--- src/rx_cfg_pkg.sv ---
// package: offsets, field layout, reset values, timing and carriers for the
// receive configuration and serial rom command registers
// assumes a 25 MHz core clock and a plain word-wide register port
package rx_cfg_pkg;

  // ---------------------------------------------------------------
  // register map
  // ---------------------------------------------------------------
  localparam logic [7:0] RX_CFG_OFF = 8'h44;
  localparam logic [7:0] ROM_CMD_OFF = 8'h50;

  // receive configuration field positions
  localparam int SFCC_BIT = 16;
  localparam int THR_LSB = 13;
  localparam int BURST_LSB = 8;
  localparam int ROM_TYPE_BIT = 6;
  localparam int AERR_BIT = 5;
  localparam int ARUNT_BIT = 4;
  localparam int ABC_BIT = 3;
  localparam int AMC_BIT = 2;
  localparam int APM_BIT = 1;
  localparam int AALL_BIT = 0;
  localparam logic [31:0] RX_CFG_WMASK = 32'h0001_E73F;
  localparam logic [31:0] RX_CFG_RESET = 32'h0000_E700;

  // serial rom command field positions
  localparam int MODE_LSB = 6;
  localparam int SEL_BIT = 3;
  localparam int CLK_BIT = 2;
  localparam int DIN_BIT = 1;
  localparam int DOUT_BIT = 0;

  // size codes shared by threshold and burst limit
  localparam logic [2:0] SIZE_64 = 3'h2;
  localparam logic [2:0] SIZE_NONE = 3'h7;

  // length limits
  localparam logic [15:0] SHORT_LEN = 16'h0008;
  localparam logic [15:0] MIN_LEN = 16'h0040;

  // timing
  localparam int CLK_MHZ = 25;
  localparam int AUTOLOAD_US = 2000;
  localparam int AUTOLOAD_CYCLES = AUTOLOAD_US * CLK_MHZ;

  typedef enum logic [1:0] {
    MODE_NORMAL,
    MODE_AUTOLOAD,
    MODE_PROGRAM,
    MODE_CFG_WRITE
  } rom_mode_t;

  // one received packet's attributes, as the mac sees them
  typedef struct packed {
    logic [15:0] len;
    logic crc_err;
    logic align_err;
    logic collided;
    logic is_bcast;
    logic is_mcast;
    logic phys_match;
  } rx_pkt_t;

  // serial rom pins driven by the device
  typedef struct packed {
    logic serial_rom_select;
    logic serial_rom_clock;
    logic serial_rom_din;
  } rom_pins_t;

endpackage

--- src/rx_cfg_rom_regs.sv ---
// register block: receive configuration word and serial rom command byte,
// with the receive decisions those registers steer
// assumes the mac presents one packet verdict request per pkt_valid pulse
// and that the rom data-out pin and rom type strap are asynchronous pins
//
// Implementation choice: the strobed register port.
module rx_cfg_rom_regs
  import rx_cfg_pkg::*;
#(
  parameter int AUTOLOAD_LEN = rx_cfg_pkg::AUTOLOAD_CYCLES
) (
  input wire logic clk,
  input wire logic rst,
  // register port
  input wire logic [7:0] addr,
  input wire logic [31:0] wdata,
  input wire logic wr,
  input wire logic rd,
  output logic [31:0] rdata,
  // receive path
  input wire logic pkt_valid,
  input wire rx_cfg_pkg::rx_pkt_t pkt,
  output logic verdict_valid,
  output logic pkt_accept,
  output logic crc_check,
  input wire logic [15:0] fifo_bytes,
  input wire logic fifo_pkt_complete,
  output logic dma_start,
  output logic [10:0] burst_bytes,
  output logic burst_unlimited,
  // system control
  output logic bus_master_en,
  output logic setup_write_en,
  output logic regs_default,
  input wire logic flash_sel,
  input wire logic boot_rom_done,
  input wire logic rom_type_pin,
  // serial rom pins
  output rx_cfg_pkg::rom_pins_t rom_pins,
  input wire logic serial_rom_dout
);
  import rx_cfg_pkg::*;

  // ---------------------------------------------------------------
  // elaboration checks
  // ---------------------------------------------------------------
  // the reload timer is 17 bits; a longer reload needs a wider counter
  if (AUTOLOAD_LEN < 1 || AUTOLOAD_LEN >= (1 << 17)) begin : g_len_check
    $error("AUTOLOAD_LEN out of range for the 17-bit timer");
  end

  // size code to byte count; zero for reserved codes and for 111
  function automatic logic [10:0] size_bytes(input logic [2:0] code);
    logic [10:0] b;
    b = 11'h000;
    if (code >= SIZE_64 && code < SIZE_NONE) begin
      b = 11'h040 << (code - SIZE_64);
    end
    return b;
  endfunction

  // ---------------------------------------------------------------
  // pin synchronisers
  // ---------------------------------------------------------------
  logic [1:0] dout_sync_r, dout_sync_nxt;
  logic [1:0] type_sync_r, type_sync_nxt;

  // two stages each; only the second stage is read by logic
  always_comb begin
    dout_sync_nxt = {dout_sync_r[0], serial_rom_dout};
    type_sync_nxt = {type_sync_r[0], rom_type_pin};
  end

  always_ff @(posedge clk) begin
    if (rst) begin
      dout_sync_r <= 2'h0;
      type_sync_r <= 2'h0;
    end else begin
      dout_sync_r <= dout_sync_nxt;
      type_sync_r <= type_sync_nxt;
    end
  end

  // ---------------------------------------------------------------
  // registers
  // ---------------------------------------------------------------
  logic [31:0] rx_cfg_r, rx_cfg_nxt;
  rom_mode_t mode_r, mode_nxt;
  rom_pins_t pins_r, pins_nxt;
  logic rom_type_r, rom_type_nxt;
  logic [16:0] load_cnt_r, load_cnt_nxt;
  logic regs_default_r, regs_default_nxt;
  logic [1:0] strap_cnt_r, strap_cnt_nxt;
  logic busy;
  logic wr_cfg;
  logic wr_cmd;

  assign busy = (mode_r == MODE_AUTOLOAD);
  assign wr_cfg = wr && addr == RX_CFG_OFF && !busy;
  assign wr_cmd = wr && addr == ROM_CMD_OFF && !busy;

  // register writes and the auto-load sequence; writes are ignored
  // while the reload runs so software cannot race the defaults
  always_comb begin
    rx_cfg_nxt = rx_cfg_r;
    mode_nxt = mode_r;
    pins_nxt = pins_r;
    rom_type_nxt = rom_type_r;
    load_cnt_nxt = load_cnt_r;
    regs_default_nxt = 1'b0;
    // strap is caught once the synchroniser has filled after reset
    if (strap_cnt_r == 2'h2) begin
      rom_type_nxt = type_sync_r[1];
    end
    if (wr_cfg) begin
      rx_cfg_nxt = wdata & RX_CFG_WMASK;
    end
    if (wr_cmd) begin
      mode_nxt = rom_mode_t'(wdata[MODE_LSB +: 2]);
      pins_nxt.serial_rom_select = wdata[SEL_BIT];
      pins_nxt.serial_rom_clock = wdata[CLK_BIT];
      pins_nxt.serial_rom_din = wdata[DIN_BIT];
      load_cnt_nxt = 17'(AUTOLOAD_LEN - 1);
    end
    if (busy) begin
      if (load_cnt_r == 17'h0_0000) begin
        // reload done: back to normal, everything to defaults
        mode_nxt = MODE_NORMAL;
        rx_cfg_nxt = RX_CFG_RESET;
        pins_nxt = '0;
        rom_type_nxt = type_sync_r[1];
        regs_default_nxt = 1'b1;
      end else begin
        load_cnt_nxt = load_cnt_r - 17'h0_0001;
      end
    end
  end

  always_ff @(posedge clk) begin
    if (rst) begin
      rx_cfg_r <= RX_CFG_RESET;
      mode_r <= MODE_NORMAL;
      pins_r <= '0;
      rom_type_r <= 1'b0;
      load_cnt_r <= 17'h0_0000;
      regs_default_r <= 1'b0;
    end else begin
      rx_cfg_r <= rx_cfg_nxt;
      mode_r <= mode_nxt;
      pins_r <= pins_nxt;
      rom_type_r <= rom_type_nxt;
      load_cnt_r <= load_cnt_nxt;
      regs_default_r <= regs_default_nxt;
    end
  end

  // strap capture: count two edges after release so the second
  // synchroniser stage already holds the pin when it is latched;
  // each reload latches it again
  logic rom_type_q;

  always_comb begin
    strap_cnt_nxt = strap_cnt_r;
    if (strap_cnt_r != 2'h3) begin
      strap_cnt_nxt = strap_cnt_r + 2'h1;
    end
  end

  always_ff @(posedge clk) begin
    if (rst) begin
      strap_cnt_r <= 2'h0;
    end else begin
      strap_cnt_r <= strap_cnt_nxt;
    end
  end

  // until the capture the live synchroniser output is shown
  assign rom_type_q = (strap_cnt_r == 2'h3) ? rom_type_r : type_sync_r[1];

  // ---------------------------------------------------------------
  // field views
  // ---------------------------------------------------------------
  logic sfcc, aerr, arunt;
  logic [2:0] thr_code, burst_code;

  assign sfcc = rx_cfg_r[SFCC_BIT];
  assign aerr = rx_cfg_r[AERR_BIT];
  assign arunt = rx_cfg_r[ARUNT_BIT];
  assign thr_code = rx_cfg_r[THR_LSB +: 3];
  assign burst_code = rx_cfg_r[BURST_LSB +: 3];

  // mode-driven controls; programming mode owns the rom and halts dma
  assign bus_master_en = (mode_r == MODE_NORMAL || mode_r == MODE_CFG_WRITE);
  assign setup_write_en = (mode_r == MODE_CFG_WRITE);
  assign regs_default = regs_default_r;
  assign rom_pins = (mode_r == MODE_PROGRAM) ? pins_r : '0;
  assign burst_bytes = size_bytes(burst_code);
  assign burst_unlimited = (burst_code == SIZE_NONE);

  // ---------------------------------------------------------------
  // read path
  // ---------------------------------------------------------------
  logic [31:0] rdata_r, rdata_nxt;
  logic pin_vis;
  logic late_vis;

  assign pin_vis = (mode_r == MODE_AUTOLOAD || mode_r == MODE_PROGRAM) && !flash_sel;
  assign late_vis = pin_vis && boot_rom_done;

  // one cycle read latency; unmapped addresses read zero
  always_comb begin
    rdata_nxt = 32'h0000_0000;
    if (rd) begin
      case (addr)
        RX_CFG_OFF: begin
          rdata_nxt = rx_cfg_r;
          rdata_nxt[ROM_TYPE_BIT] = rom_type_q;
        end
        ROM_CMD_OFF: begin
          rdata_nxt[MODE_LSB +: 2] = mode_r;
          rdata_nxt[SEL_BIT] = pin_vis & rom_pins.serial_rom_select;
          rdata_nxt[CLK_BIT] = late_vis & rom_pins.serial_rom_clock;
          rdata_nxt[DIN_BIT] = late_vis & rom_pins.serial_rom_din;
          rdata_nxt[DOUT_BIT] = late_vis & dout_sync_r[1];
        end
        default: begin
          rdata_nxt = 32'h0000_0000;
        end
      endcase
    end
  end

  always_ff @(posedge clk) begin
    if (rst) begin
      rdata_r <= 32'h0000_0000;
    end else begin
      rdata_r <= rdata_nxt;
    end
  end

  assign rdata = rdata_r;

  // ---------------------------------------------------------------
  // receive verdict
  // ---------------------------------------------------------------
  logic verdict_valid_r, verdict_valid_nxt;
  logic accept_r, accept_nxt;
  logic crc_r, crc_nxt;
  logic is_err, is_runt, addr_ok, err_ok, runt_ok;

  // any one fault marks the packet errored; they are not told apart
  assign is_err = pkt.crc_err | pkt.align_err | pkt.collided;
  assign is_runt = pkt.len < MIN_LEN;
  assign err_ok = !is_err || aerr;
  assign runt_ok = !is_runt || (arunt && pkt.len >= SHORT_LEN);
  // broadcast, multicast, own address, or promiscuous
  assign addr_ok = (pkt.is_bcast & rx_cfg_r[ABC_BIT])
    | (pkt.is_mcast & rx_cfg_r[AMC_BIT])
    | (pkt.phys_match & rx_cfg_r[APM_BIT])
    | rx_cfg_r[AALL_BIT];

  // crc window widens to 8 bytes when errored or small frames may be kept, or when sfcc is set
  always_comb begin
    verdict_valid_nxt = pkt_valid;
    accept_nxt = 1'b0;
    crc_nxt = 1'b0;
    if (pkt_valid) begin
      accept_nxt = addr_ok && err_ok && runt_ok;
      if (aerr || arunt) begin
        crc_nxt = pkt.len > SHORT_LEN;
      end else if (sfcc) begin
        crc_nxt = pkt.len > SHORT_LEN;
      end else begin
        crc_nxt = pkt.len > MIN_LEN;
      end
    end
  end

  always_ff @(posedge clk) begin
    if (rst) begin
      verdict_valid_r <= 1'b0;
      accept_r <= 1'b0;
      crc_r <= 1'b0;
    end else begin
      verdict_valid_r <= verdict_valid_nxt;
      accept_r <= accept_nxt;
      crc_r <= crc_nxt;
    end
  end

  assign verdict_valid = verdict_valid_r;
  assign pkt_accept = accept_r;
  assign crc_check = crc_r;

  // ---------------------------------------------------------------
  // dma start threshold
  // ---------------------------------------------------------------
  logic dma_start_r, dma_start_nxt;
  logic [10:0] thr_bytes;

  // reserved codes behave like 111 (whole packet) as the safe choice
  assign thr_bytes = size_bytes(thr_code);

  // a halted bus master never starts, even with a whole packet held
  always_comb begin
    dma_start_nxt = 1'b0;
    if (bus_master_en) begin
      if (fifo_pkt_complete) begin
        dma_start_nxt = 1'b1;
      end else if (thr_bytes != 11'h000 && fifo_bytes >= {5'h00, thr_bytes}) begin
        dma_start_nxt = 1'b1;
      end
    end
  end

  always_ff @(posedge clk) begin
    if (rst) begin
      dma_start_r <= 1'b0;
    end else begin
      dma_start_r <= dma_start_nxt;
    end
  end

  assign dma_start = dma_start_r;

endmodule // rx_cfg_rom_regs

--- config.mk ---
export PLATFORM = sky130hd
export DESIGN_NAME = rx_cfg_rom_regs
export DESIGN_NICKNAME = d
export VERILOG_FILES = /design/src/rx_cfg_pkg.sv /design/src/rx_cfg_rom_regs.sv
export SDC_FILE = /design/constraint.sdc
export NUM_CORES = 1
export LEC_CHECK = 0
export CORE_AREA = 4 4 91 93
export CTS_CLUSTER_DIAMETER = 120
export DETAILED_ROUTE_END_ITERATION = 6
export DIE_AREA = 0 0 95 97
export DONT_BUFFER_PORTS = 1
export PLACE_DENSITY = 0.69
export SYNTH_ARGS = -nofsm -noshare
export SYNTH_HDL_FRONTEND = slang
export SYNTH_SLANG_ARGS = --single-unit
--- constraint.sdc ---
create_clock -name clk -period 2.8 [get_ports clk]
set_clock_uncertainty 0.2 [all_clocks]
set_input_delay 0.28 -clock clk [delete_from_list [all_inputs] [get_ports clk]]
set_output_delay 0.28 -clock clk [all_outputs]
set_load 0.01 [all_outputs]
==> metrics list <==
- Area fraction in compound gates after synthesis: 11.9%
* Site Rows: 32
- After clock tree synthesis, the clock-pin slew on the worst setup and hold paths is 100 ps.
* Critical path class: flip-flop to flip-flop
- Core region area: 7530 um2
* Buffer depth of the longest clock path: 2
- Post-synthesis instance area: 3990 um2
- In this run the critical register-to-register path is captured at load_cnt_r[11]$_SDFF_PP0_.
* Postcts setup bufs: 0
- Number of diodes added for antenna fixing: 0
- Post-synthesis sequential area ratio: 48.7%
- Timing would allow up to 0.402 GHz.
- The slowest stage of the critical path belongs to the cell nor4bb_1.
- The worst setup path is launched from a flip-flop.
- Input and output buffers added on the ports amount to 0.
- The H-tree was split into 3 levels.
* Power per unit of standard cell area: 530 nW/um2
- TNS Setup: 0 ps
* Largest voltage drop on the vdd net: 0.252 mV
- In the detailed route, the total length drawn on met3 is 501 um.
- Final cycle utilization of the critical path: 88.8%
* Count of max-cap constraint violations: 0
- Clock latency at the later pin of the worst-skew pair: 370 ps
- GRT Util Overall: 19.7%
* Clock tree from TritonCTS: yes
- In the synthesized netlist the async set-or-reset flop fraction comes to 0%.
- In this run the number of cells on the critical path is 7.
- The final layout contains routed wiring with a total length of 8.80 mm.
- Run status: completed
* Ratio of cells with drive above 1 in the final layout: 8.87%
* Remaining global-route overflow: 0
* Detail-routed via count per cell: 5.38
- In this run the worst path has a maximum fanout of 11.
- 142 I/O pins were placed.
- Number of antenna violations at the first check in global routing: 0
* Pin count of the biggest net entering global routing: 23
- XOR/XNOR Fraction of Synth Area: 0.878%
- Post-synthesis mux area share: 1.03%
* Largest family of logic cells by synthesized area: simple AND/OR/NAND/NOR gates
* Lkg Pwr: 1.84 nW
- Highest metal used: met4
* Synthesis-stage register bit count: 97
* WL met1: 3.65 mm
* Hold Vio Cnt, Final: 0
* Vias: 2974
- Vert. Die Dim: 97 um
* Post-route worst setup slack: 313 ps
- Traced cell by cell, the critical path runs through inv_1 -> ha_1 -> nor4bb_1 -> and4b_1 -> nor2_1 -> nand2_1 -> mux2i_1.
- Initial core utilization: 53.0%
- Power comes to 2.40 mW.
- The most critical setup path has its endpoint at load_cnt_r[11]$_SDFF_PP0_.
* Post-DP HPWL: 6.29 mm
- First drt pass iteration count: 4
- Counting the buffers created by CTS gives 9.
- Worst EP arrival: 2530 ps
- At the worst endpoint, the required time is 2840 ps.
- Routed length per placed instance: 15.9 um
- Worst max-slew margin expressed relative to the limit: 41.4%
- Area share of fa/ha/maj cells after synthesis: 5.33%
* Violation count after the first detailed-route iteration: 149
* Setup repair after global routing missed its margin: no
- Global-route wire length before repair: 14.4 mm
- The congestion estimate from routability-driven global placement came to 0.834.
- At the end of the flow, the number of nets in the layout was 551.
- The die is 95 um wide.
- Syn Inst Count: 418
- A synthesized cell averages 9.55 um2.
- After filler insertion, the fill cell instance count of the layout stands at 647.
- Grouping stages by cell kind, the critical path spends the most delay in simple AND/OR/NAND/NOR gates.
- For the finished layout, the period the worst path requires is 2490 ps.
- Cell at the root of the clock tree: clkbuf_8
- Of the total synthesized cell area, the portion taken by AND, OR, NAND and NOR gates is 27.7%.
- For this run, the number of Yosys warnings is 0.
- Final Max Tran Viols: 0
- The finished cells cover 4520 um2.
* Most frequent cells in the layout: 97 x dfxtp_1, 49 x nand2_1, 46 x and2_1
* Maximum cell stage delay along the critical path: 580 ps
- After synthesis, the netlist uses 62 different library cells.
- The floorplan step defined a die boundary enclosing 9220 um2.
- Worst setup path start: mode_r[1]$_SDFF_PP0_
* Critical Path End Type: flip-flop
- Dominant register cell in the synthesized netlist: dfxtp_1
- Setup slack on the worst flop-to-flop path: 310 ps
- The worst register-to-register path has a depth of 7.
* Total buffers and inverters traversed by the critical path: 1
* Placed Area: 4060 um2
* Total number of clock tree sinks: 97
- After detailed routing, the met2 layer carries 4.50 mm of wire.
- After detailed routing, the number of remaining DRC violations is 0.
- In this run the worst hold path is classified as input port to flip-flop.
- Area delta synth->final: 13.3%
- For the pin with the worst max-slew slack, the measured transition is 879 ps.
- Once detail routing completed, the nets flagged for antenna violations numbered 0.
* Total of endpoints with negative setup slack in the final report: 0
- Leaving out fill and tap cells, the most frequent cell in the layout is dfxtp_1.
- Timing analysis after detailed placement gives a worst setup slack of 389 ps.
- The via count of the first global-routing pass came to 2984.
* Worst reg2reg path startpoint: mode_r[1]$_SDFF_PP0_
* Number of enable flip-flop cells after synthesis: 0
-- what timing repair did --
item / 4_1_cts / 5_1_grt
setup endpoints to repair: 0 / 1
gates resized for setup: 0 / 1
endpoints found under the hold margin: 44 / 0
hold buffers: 26 / 0
-- worst reg2reg max path, stage by stage (launching register included) --
cell,delay (ps)
dfxtp_1,420
inv_1,70
ha_1,210
nor4bb_1,590
and4b_1,560
nor2_1,130
nand2_1,120
mux2i_1,70
-- power breakdown --
part | total, mW | internal [mW] | switching [mW]
clock | 0.888 | 0.367 | 0.521
combinational | 0.109 | 0.0542 | 0.0548
sequential | 1.40 | 1.39 | 0.00964
-- synth_stat cells (3+ instances only) --
cell / instances / share of area (%)
a211oi_1: 5 / 0.94
a21oi_1: 27 / 3.4
and2_1: 46 / 7.2
and3_1: 5 / 0.78
buf_2: 6 / 0.75
buf_4: 6 / 1.1
clkbuf_1: 5 / 0.47
dfxtp_1: 97 / 49
ha_1: 17 / 5.3
inv_1: 15 / 1.4
mux2i_1: 3 / 0.75
nand2_1: 49 / 4.6
nand2b_1: 3 / 0.47
nand3_1: 10 / 1.3
nor2_1: 17 / 1.6
nor2b_1: 7 / 1.1
nor3_1: 15 / 1.9
nor4_1: 6 / 0.94
nor4_2: 3 / 0.94
o211ai_1: 4 / 0.75
o21a_1: 3 / 0.56
o21ai_0: 8 / 1.0
or3_1: 9 / 1.4
-- worst min path at each step --
stage	to	startpoint	cells after the start
2_1_floorplan	rx_cfg_r[8]$_SDFF_PP1_	wdata[8]	2
3_3_place_gp	load_cnt_r[7]$_SDFF_PP0_	rst	1
3_5_place_dp	type_sync_r[0]$_SDFF_PP0_	rst	1
4_1_cts	dma_start$_SDFF_PP0_	fifo_pkt_complete	4
5_1_grt	rdata[3]$_SDFF_PP0_	flash_sel	2
6_report	dma_start$_SDFF_PP0_	fifo_bytes[12]	4
-- per-stage QoR --
stage | hold slack [ps] | instances | utilization [%]
floorplan | 204 | 423 | -
global placement | 155 | 511 | 54.0
detailed placement | 156 | 511 | 54.0
CTS | 11.2 | 553 | 60.1
global route | 11.1 | 553 | 60.1
finish | 10.6 | 553 | 60.1
-- final cells by class --
type	count	area [um2]	share of cell area [%]
clock buffer	10	138	3.04
multi-input combinational	291	1890	41.8
clock inverter	6	60.1	1.33
sequential	97	1940	42.9
timing repair buffer	32	308	6.80
inverter	15	56.3	1.24
tap	102	128	2.82
-- kinds of logic after synthesis --
family,Yosys count
simple gates,192
flops,97
compound gates,68
buf+inv,35
fa+ha+maj,17
xor+xnor,4
mux,4
other cells,1
-- state kept, by name (all words and copies together), names as in the netlist, 2 cells and up --
register / cells
rdata: 32
load_cnt_r: 17
mode_r: 2
rx_cfg_r: 31
type_sync_r: 2
pins_r: 3
strap_cnt_r: 2
dout_sync_r: 2
-- layer usage --
layer	up-vias	track usage, %
met4	0	6.99
met2	89	34.2
met3	14	4.20
li1	1486	-
met5	-	0
met1	1385	23.4
No activity file was read; power rests on OpenSTA's default activity.
